===== src/inc/pmpf_pkg.sv =====
// Package for the mode and pin-function register bank.
// Assumes a 32-bit APB master and a single pclk domain.
package pmpf_pkg;

  // ----------------------------------------------------------------
  // Register indices and address/register widths
  // ----------------------------------------------------------------
  localparam logic [9:0]  IDX_PEAK_AB   = 10'h1A5;
  localparam logic [9:0]  IDX_PEAK_CD   = 10'h1A6;
  localparam logic [9:0]  IDX_OP_PATH   = 10'h1DF;
  localparam logic [9:0]  IDX_PIN_FUNC  = 10'h1E0;
  localparam int          ADDR_W        = 12;
  localparam int          REG_W         = 16;

  // ----------------------------------------------------------------
  // Reset values and field layout
  // ----------------------------------------------------------------
  localparam logic [15:0] RST_PEAK      = 16'h0000;
  localparam logic [15:0] RST_OP_PATH   = 16'h0040;
  localparam logic [15:0] RST_PIN_FUNC  = 16'h417A;
  localparam logic [15:0] OP_PATH_WMASK = 16'h0067;
  localparam int          PEAKS         = 5;
  localparam int          PEAK_W        = 2 * PEAKS;
  localparam int          OPC_LSB       = 0;
  localparam int          MII_BIT       = 5;
  localparam int          BRIDGE_BIT    = 6;
  localparam int          PIN0_LSB      = 0;
  localparam int          PIN1_LSB      = 4;

  // ----------------------------------------------------------------
  // Operating path codes
  // ----------------------------------------------------------------
  typedef enum logic [2:0] {
    PMPF_RGMII_COPPER, PMPF_RGMII_1000X, PMPF_RGMII_100FX, PMPF_RGMII_SGMII,
    PMPF_1000T_1000X, PMPF_100T_100FX, PMPF_SGMII_COPPER, PMPF_PATH_RSVD
  } pmpf_path_e;

  // ----------------------------------------------------------------
  // Pin function codes
  // ----------------------------------------------------------------
  localparam logic [3:0] FN_CLK_OUT  = 4'h0;
  localparam logic [3:0] FN_INTR     = 4'h2;
  localparam logic [3:0] FN_LINK     = 4'h3;
  localparam logic [3:0] FN_TX_DELIM = 4'h5;
  localparam logic [3:0] FN_RX_DELIM = 4'h6;
  localparam logic [3:0] FN_WOL      = 4'h7;
  localparam logic [3:0] FN_ENERGY   = 4'h8;
  localparam logic [3:0] FN_PRBS     = 4'h9;
  localparam logic [3:0] FN_LED2     = 4'hA;
  localparam logic [3:0] FN_LED_GP   = 4'hB;
  localparam logic [3:0] FN_CRS      = 4'hC;
  localparam logic [3:0] FN_COL      = 4'hD;
  localparam logic [3:0] FN_LOW      = 4'hE;
  localparam logic [3:0] FN_HIGH     = 4'hF;

  // Signals that may be routed onto the multipurpose pins
  typedef struct packed {
    logic clk_out;
    logic interrupt;
    logic link_status;
    logic transmit_delimiter_flag;
    logic receive_delimiter_flag;
    logic wake_on_lan_output;
    logic energy_detect;
    logic prbs_error;
    logic second_led_output;
    logic led_general_output;
    logic carrier_sense;
    logic collision;
  } pmpf_src_s;

endpackage


===== src/rtl/pmpf_regs.sv =====
// Mode and multipurpose pin-function register bank with APB slave.
// Assumes peak polarities and pin sources come from logic on pclk.
//
// Chosen here: register access over APB.
`timescale 1ns/1ps
`default_nettype none

// Contract
// - Register 0x1A5 is read-only, resets to zero, holds peak signs 0-4 of A then B, 15-10 zero.
// - Register 0x1A6 is read-only, resets to zero, holds peak signs 0-4 of C then D, upper zero.
// - Bits 2-0 of the mode register select one of seven data paths, code 7 reserved.
// - Mode bit 6 picks bridge direction and bit 5 picks RGMII or MII, both writable.
// - Mode register 0x1DF resets to 0x0040 and its reserved bits read zero.
// - Bits 3-0 of the pin-function register select what drives pin 0, reset to second LED.
// - Codes 0,2,3,5,6,7,8,9 select clock, interrupt, link, tx/receive_delimiter_flag, WoL, energy, PRBS.
// - With either SFD indication enabled, pin 0 carries the receive SFD flag.
// - Bits 7-4 select the function of pin 1 with the same code table.
// - With either SFD indication enabled, pin 1 carries the transmit SFD flag.
// - Register 0x1E0 resets to 0x417A and every bit of it is read/write.
module pmpf_regs (
  input  wire logic                      pclk,
  input  wire logic                      presetn,
  input  wire logic                      clk_en,
  input  wire logic                      psel,
  input  wire logic                      penable,
  input  wire logic                      pwrite,
  input  wire logic [13:0]               paddr,
  input  wire logic [31:0]               pwdata,
  output logic      [31:0]               prdata,
  output logic                           pready,
  output logic                           pslverr,
  input  wire logic [pmpf_pkg::PEAK_W-1:0] peak_polarity_ab,
  input  wire logic [pmpf_pkg::PEAK_W-1:0] peak_polarity_cd,
  input  wire logic                      delimiter_enable,
  input  wire pmpf_pkg::pmpf_src_s       pin_sources,
  output var pmpf_pkg::pmpf_path_e       operation_path_code,
  output logic                           bridge_direction,
  output logic                           mii_select,
  output logic                           mpin0_out,
  output logic                           mpin1_out
);

  // ----------------------------------------------------------------
  // Decode helpers
  // ----------------------------------------------------------------
  // Index is the byte address divided by four; low two bits ignored
  function automatic logic [2:0] reg_hit(input logic [13:0] addr);
    logic [11:0] idx;
    idx = addr[13:2];
    reg_hit = 3'h4;
    if (idx == {2'h0, pmpf_pkg::IDX_PEAK_AB}) begin
      reg_hit = 3'h0;
    end else if (idx == {2'h0, pmpf_pkg::IDX_PEAK_CD}) begin
      reg_hit = 3'h1;
    end else if (idx == {2'h0, pmpf_pkg::IDX_OP_PATH}) begin
      reg_hit = 3'h2;
    end else if (idx == {2'h0, pmpf_pkg::IDX_PIN_FUNC}) begin
      reg_hit = 3'h3;
    end
  endfunction

  // Shared by both pins so the code table cannot drift between them
  function automatic logic pin_select(input logic [3:0] code,
                                      input pmpf_pkg::pmpf_src_s s);
    pin_select = 1'b0;
    case (code)
      pmpf_pkg::FN_CLK_OUT:  pin_select = s.clk_out;
      pmpf_pkg::FN_INTR:     pin_select = s.interrupt;
      pmpf_pkg::FN_LINK:     pin_select = s.link_status;
      pmpf_pkg::FN_TX_DELIM: pin_select = s.transmit_delimiter_flag;
      pmpf_pkg::FN_RX_DELIM: pin_select = s.receive_delimiter_flag;
      pmpf_pkg::FN_WOL:      pin_select = s.wake_on_lan_output;
      pmpf_pkg::FN_ENERGY:   pin_select = s.energy_detect;
      pmpf_pkg::FN_PRBS:     pin_select = s.prbs_error;
      pmpf_pkg::FN_LED2:     pin_select = s.second_led_output;
      pmpf_pkg::FN_LED_GP:   pin_select = s.led_general_output;
      pmpf_pkg::FN_CRS:      pin_select = s.carrier_sense;
      pmpf_pkg::FN_COL:      pin_select = s.collision;
      pmpf_pkg::FN_LOW:      pin_select = 1'b0;
      pmpf_pkg::FN_HIGH:     pin_select = 1'b1;
      default:               pin_select = 1'b0;
    endcase
  endfunction

  // Writable bits per register; read-only words give an all-zero mask
  function automatic logic [15:0] wr_mask(input logic [2:0] sel);
    wr_mask = 16'h0000;
    case (sel)
      3'h0:    wr_mask = 16'h0000;
      3'h1:    wr_mask = 16'h0000;
      3'h2:    wr_mask = pmpf_pkg::OP_PATH_WMASK;
      3'h3:    wr_mask = 16'hFFFF;
      default: wr_mask = 16'h0000;
    endcase
  endfunction

  // Keeps read-only bits and takes the writable ones from the bus
  function automatic logic [15:0] merge(input logic [15:0] old_v,
                                        input logic [15:0] new_v,
                                        input logic [15:0] mask);
    merge = (old_v & ~mask) | (new_v & mask);
  endfunction

  // ----------------------------------------------------------------
  // Storage
  // ----------------------------------------------------------------
  localparam int CHANS = 4;

  logic [pmpf_pkg::PEAKS-1:0]    chan_sign_r [CHANS];
  logic [2*pmpf_pkg::PEAK_W-1:0] chan_in;
  logic [15:0]                   peak_ab;
  logic [15:0]                   peak_cd;
  logic [15:0] op_path_r;
  logic [15:0] pin_func_r;
  logic [2:0]  hit;
  logic        setup;
  logic        wr_take;
  logic [15:0] rd_nxt;

  assign hit     = reg_hit(paddr);
  assign setup   = psel & ~penable;
  // Write lands at the single edge where the master sees pready high
  assign wr_take = psel & penable & pready & pwrite;

  // ----------------------------------------------------------------
  // Peak signs
  // ----------------------------------------------------------------
  // Peak signs track the reflectometry engine; the bus cannot alter them
  // Channels A, B, C, D sit low field first in the two input words
  assign chan_in = {peak_polarity_cd, peak_polarity_ab};

  generate
    for (genvar g = 0; g < CHANS; g++) begin : g_chan
      always_ff @(posedge pclk or negedge presetn) begin
        if (!presetn) begin
          chan_sign_r[g] <= pmpf_pkg::RST_PEAK[pmpf_pkg::PEAKS-1:0];
        end else if (clk_en) begin
          chan_sign_r[g] <= chan_in[g*pmpf_pkg::PEAKS +: pmpf_pkg::PEAKS];
        end
      end
    end
  endgenerate

  // Reserved upper bits are tied low, never stored
  assign peak_ab = {6'h00, chan_sign_r[1], chan_sign_r[0]};
  assign peak_cd = {6'h00, chan_sign_r[3], chan_sign_r[2]};

  // ----------------------------------------------------------------
  // Writable registers
  // ----------------------------------------------------------------

  always_ff @(posedge pclk or negedge presetn) begin
    if (!presetn) begin
      op_path_r <= pmpf_pkg::RST_OP_PATH;
    end else if (clk_en && wr_take && hit == 3'h2) begin
      // Reserved bits are masked so they keep reading zero
      op_path_r <= merge(op_path_r, pwdata[15:0], wr_mask(hit));
    end
  end

  always_ff @(posedge pclk or negedge presetn) begin
    if (!presetn) begin
      pin_func_r <= pmpf_pkg::RST_PIN_FUNC;
    end else if (clk_en && wr_take && hit == 3'h3) begin
      pin_func_r <= merge(pin_func_r, pwdata[15:0], wr_mask(hit));
    end
  end

  // ----------------------------------------------------------------
  // APB answer
  // ----------------------------------------------------------------
  always_comb begin
    case (hit)
      3'h0:    rd_nxt = peak_ab;
      3'h1:    rd_nxt = peak_cd;
      3'h2:    rd_nxt = op_path_r;
      3'h3:    rd_nxt = pin_func_r;
      default: rd_nxt = 16'h0000;
    endcase
  end

  // Answer prepared in setup so every bus output is a flop; zero wait states
  always_ff @(posedge pclk or negedge presetn) begin
    if (!presetn) begin
      pready <= 1'b0;
    end else if (clk_en) begin
      pready <= setup;
    end
  end

  // Unmapped words answer with an error; writes to them are dropped
  always_ff @(posedge pclk or negedge presetn) begin
    if (!presetn) begin
      pslverr <= 1'b0;
    end else if (clk_en) begin
      pslverr <= setup & (hit == 3'h4);
    end
  end

  // Read data holds until the next read setup, so a slow master still sees it
  always_ff @(posedge pclk or negedge presetn) begin
    if (!presetn) begin
      prdata <= 32'h0000_0000;
    end else if (clk_en) begin
      if (setup && !pwrite) begin
        prdata <= {16'h0000, rd_nxt};
      end
    end
  end

  // ----------------------------------------------------------------
  // Mode outputs
  // ----------------------------------------------------------------
  // Reserved path code 7 is passed on as written; the data path ignores it
  always_ff @(posedge pclk or negedge presetn) begin
    if (!presetn) begin
      operation_path_code <= pmpf_pkg::PMPF_RGMII_COPPER;
    end else if (clk_en) begin
      operation_path_code <= pmpf_pkg::pmpf_path_e'(op_path_r[2:0]);
    end
  end

  always_ff @(posedge pclk or negedge presetn) begin
    if (!presetn) begin
      bridge_direction <= 1'b1;
    end else if (clk_en) begin
      bridge_direction <= op_path_r[pmpf_pkg::BRIDGE_BIT];
    end
  end

  always_ff @(posedge pclk or negedge presetn) begin
    if (!presetn) begin
      mii_select <= 1'b0;
    end else if (clk_en) begin
      mii_select <= op_path_r[pmpf_pkg::MII_BIT];
    end
  end

  // ----------------------------------------------------------------
  // Pin routing
  // ----------------------------------------------------------------
  logic [3:0] pin_code [2];
  logic       pin_ovr  [2];
  logic       pin_q    [2];

  assign pin_code[0] = pin_func_r[pmpf_pkg::PIN0_LSB +: 4];
  assign pin_code[1] = pin_func_r[pmpf_pkg::PIN1_LSB +: 4];
  assign pin_ovr[0]  = pin_sources.receive_delimiter_flag;
  assign pin_ovr[1]  = pin_sources.transmit_delimiter_flag;

  // SFD override wins over any programmed code, costing one flop of delay
  generate
    for (genvar p = 0; p < 2; p++) begin : g_pin
      always_ff @(posedge pclk or negedge presetn) begin
        if (!presetn) begin
          pin_q[p] <= 1'b0;
        end else if (clk_en) begin
          if (delimiter_enable) begin
            pin_q[p] <= pin_ovr[p];
          end else begin
            pin_q[p] <= pin_select(pin_code[p], pin_sources);
          end
        end
      end
    end
  endgenerate

  assign mpin0_out = pin_q[0];
  assign mpin1_out = pin_q[1];

endmodule

`default_nettype wire


===== config.mk =====
export PLATFORM = sky130hd
export DESIGN_NAME = pmpf_regs
export DESIGN_NICKNAME = d
export VERILOG_FILES = /design/src/inc/pmpf_pkg.sv /design/src/rtl/pmpf_regs.sv
export SDC_FILE = /design/constraint.sdc
export NUM_CORES = 1
export LEC_CHECK = 0
export BUFFER_PORTS_ARGS = -buffer_cell sky130_fd_sc_hd__clkbuf_2
export CORE_AREA = 2 2 99 101
export CTS_BUF_LIST = sky130_fd_sc_hd__clkbuf_8
export DETAILED_ROUTE_END_ITERATION = 7
export DIE_AREA = 0 0 101 103
export PLACE_DENSITY = 0.67
export SKIP_LAST_GASP = 1
export SLEW_MARGIN = 20
export SYNTH_ARGS = -nofsm -noshare
export SYNTH_HDL_FRONTEND = slang
export SYNTH_SLANG_ARGS = --single-unit

===== constraint.sdc =====
create_clock -name pclk -period 1.6 [get_ports pclk]
set_clock_uncertainty 0.1 [all_clocks]
set_input_delay 0 -clock pclk [delete_from_list [all_inputs] [get_ports pclk]]
set_output_delay 0 -clock pclk [all_outputs]
set_load 0.1 [all_outputs]

==> results.cfg <==
[die]
ios = 126
coreArea_um2 = 9460
die_area_um2 = 10400
fp-row-count = 36
initial_core_util = 0.382
fp.dieH_um = 103
chipWidth_um = 101

[critical_path]
worstSetupPathType = register to register
rr_startpoint = pready
critPathMaxFanout = 8
end_kind = register
start_kind = register
critPathArrivalTime_ns = 1.78
setup.worst_path.start = pready
rrSetupSlack_ns = -0.05
cp_top_family = flip-flops
worst-path-stages = 5
reg2regPathDepth = 5
cp_slowest_cell = dfrtp_4
cpPeakStageDelay_ns = 0.48
path_cells = and3_4, nand3_2, and2b_2, clkbuf_16, mux2_4
worstPathRequired_ns = 1.74
critPathBufInv = 1

[logic_synthesis]
post_synth_most_frequent_cells = dfrtp_1 (68), mux2_2 (48), a22oi_1 (27)
netlist_area_um2 = 3610
yosys.cell_count.top_type = dfrtp_1
yosys_register_bits = 77
synth_cell_types = 42
syn_avg_cell_area_um2 = 12.0
synth_top_area_frac = 0.471
syn_inst = 300
yosysSeqAreaShare = 0.537
ys_top_cells_by_area = dfrtp_1 (47%), mux2_2 (15%), dfstp_2 (6.5%), a22oi_1 (5.6%), buf_4 (3.5%)
yosys.area.top_type = dfrtp_1
ys.flop_type = dfrtp_1
ys_async_sr_fraction = 1.00
synth_edf_count = 0
synth_warnings = 0

[clock_network]
path_clk_slew_ns = 0.08
insertion_delay_ns = 0.35
cts_max_level = 3
cts_buffer_depth = 2
cts_root_buf = clkbuf_8
cts_tree = built
cts_made_buffers = 9
cts_sinks = 77

[global_routing]
grt_antenna_before_repair = 0
grt_pass1_vias = 2888
grt_pass1_wl_mm = 14.6
grt_max_degree = 78
overflow = 0
track_usage = 0.184

[worst_hold_path]
hp-class = input pin to register
holdPathStages = 5
holdPathEnd = mpin1_out
hp-start = pin_sources[11]

[placement]
detailed_place_hpwl_mm = 6.47
port-buffer-count = 91
placed_area_um2 = 4340
dp_slack_ns = -0.156
gp_congestion = 0.858

[sta]
final.setup.worst_slack_ns = -0.0480
clock.fmax_mhz = 607
rsz0062_at_grt = yes
slew_violations = 0
layout_min_cycle_time_ns = 1.65
setup_viol_count_final = 12
post-route-period-util = 1.03
tightestPinTransition_ns = 0.568
relSlewSlack = 0.623
final_hold_viol_count = 0

[power_and_ir_drop]
p_comb_frac = 0.141
vdd_drop_max_v = 0.000609
p_seq_frac = 0.458
power.share.switching = 0.262
clockPowerShare = 0.401
p_sw_w = 0.00117
total_leakage_power_nw = 2.38
p_int_w = 0.00329
p_per_area_nw_per_um2 = 869

[drt]
via_per_inst = 5.06
vias = 2907
ant_nets = 0
wire_per_inst_um = 16.1
initialDrtViolationCount = 138
drc = 0
first_pass_iters = 4
wl_mm = 9.23

[layout]
syn_to_final_growth_pct = 42.1
drive_above_1_share = 0.467
diodes = 0
fin_area_um2 = 5130
layout.nets = 540

[outcome]
violations = setup timing
status = complete, but fails checks

[flow_run]
cap_violations = 0
## cell families (layout without fill, tap and decap cells)
logic type	count (synthesis)	after routing	share of synthesized area
other	1	16	0.00104
DFF	77	77	0.537
AOI/OAI and AO/OA	70	70	0.139
muxes	52	52	0.168
xor gates and xnor gates	1	1	0.00243
buffers and inverters	47	192	0.0707
and+or+nand+nor	52	52	0.0824
## layer usage
metal	track usage	wire length [um]	share of wire
met5	0	0	0
met4	0.0561	99	0.011
met3	0.0454	441	0.048
met2	0.312	4660	0.51
met1	0.235	4030	0.44
## metrics by stage
| stage | TNS, ns | utilization | hold WS, ns | power (W) | instances |
|---|---|---|---|---|---|
| 6_report | -0.401 | 0.542 | 0.0377 | 0.00446 | 574 |
| 5_1_grt | -0.939 | 0.542 | 0.0779 | 0.00464 | 574 |
| 4_1_cts | -0.0469 | 0.532 | 0.0380 | 0.00450 | 568 |
| 3_5_place_dp | -2.91 | 0.459 | -0.0490 | 0.00263 | 507 |
| 3_3_place_gp | -2.40 | 0.459 | -0.0516 | 0.00262 | 507 |
| 2_1_floorplan | -3.95 | - | -0.396 | 0.00245 | 315 |
## placed cells by master (no fill, tap or decap), drive strengths merged, types with 2 or more instances in the layout
cell type    count
dfstp            9
mux4             2
a22o            10
a22oi           27
nand3b           3
o22ai            9
nor4             2
nor3             2
clkinv           2
nand4            3
o22a             3
a21oi            2
and2b            4
clkbuf         100
conb            16
buf             36
dlygate4sd3     45
mux2            49
bufinv           3
inv              6
nor3b            2
nor2b            4
dfrtp           68
nand2           18
nand3            3
o21ai           14
nor2             5
## what timing repair did
item | CTS | global route
hold buffers | 45 | 0
gates cloned | 0 | 1
endpoints found under the setup margin | 2 | 18
hold endpoints to repair | 122 | 0
buffers inserted | 0 | 5
resized for setup | 0 | 12
## tightest hold or removal path, delay by kind of cell
family                 cells  cell delay [ns]
AND/OR/NAND/NOR            2             0.16
AO/OA/AOI/OAI              2             0.19
buffers and inverters      1             0.09
## worst max path at each step
stage                 to  slack (ns)
5_1_grt        mpin0_out       -0.08
2_1_floorplan   register       -0.27
6_report        register       -0.05
3_3_place_gp    register       -0.13
3_5_place_dp   prdata[4]       -0.16
4_1_cts         register       -0.03
## cell type report
| type | count | area (um^2) |
|---|---|---|
| repair buffers | 172 | 1220 |
| clock buffers | 9 | 124 |
| multi-input cells | 191 | 1560 |
| fillers | 813 | 4330 |
| flip-flops and latches | 77 | 1940 |
| well taps | 114 | 143 |
| clock inverters | 7 | 121 |
| inverters | 4 | 15.0 |
## power by group through the flow
stage / Clock, W / Sequential, W / Combinational [W]
global placement: 0 / 0.00208 / 0.000538
finish: 0.00179 / 0.00204 / 0.000630
floorplan: 0 / 0.00214 / 0.000312
CTS: 0.00183 / 0.00204 / 0.000633
global route: 0.00191 / 0.00205 / 0.000677
detailed placement: 0 / 0.00208 / 0.000544
Power figures use the tool's default switching activity.
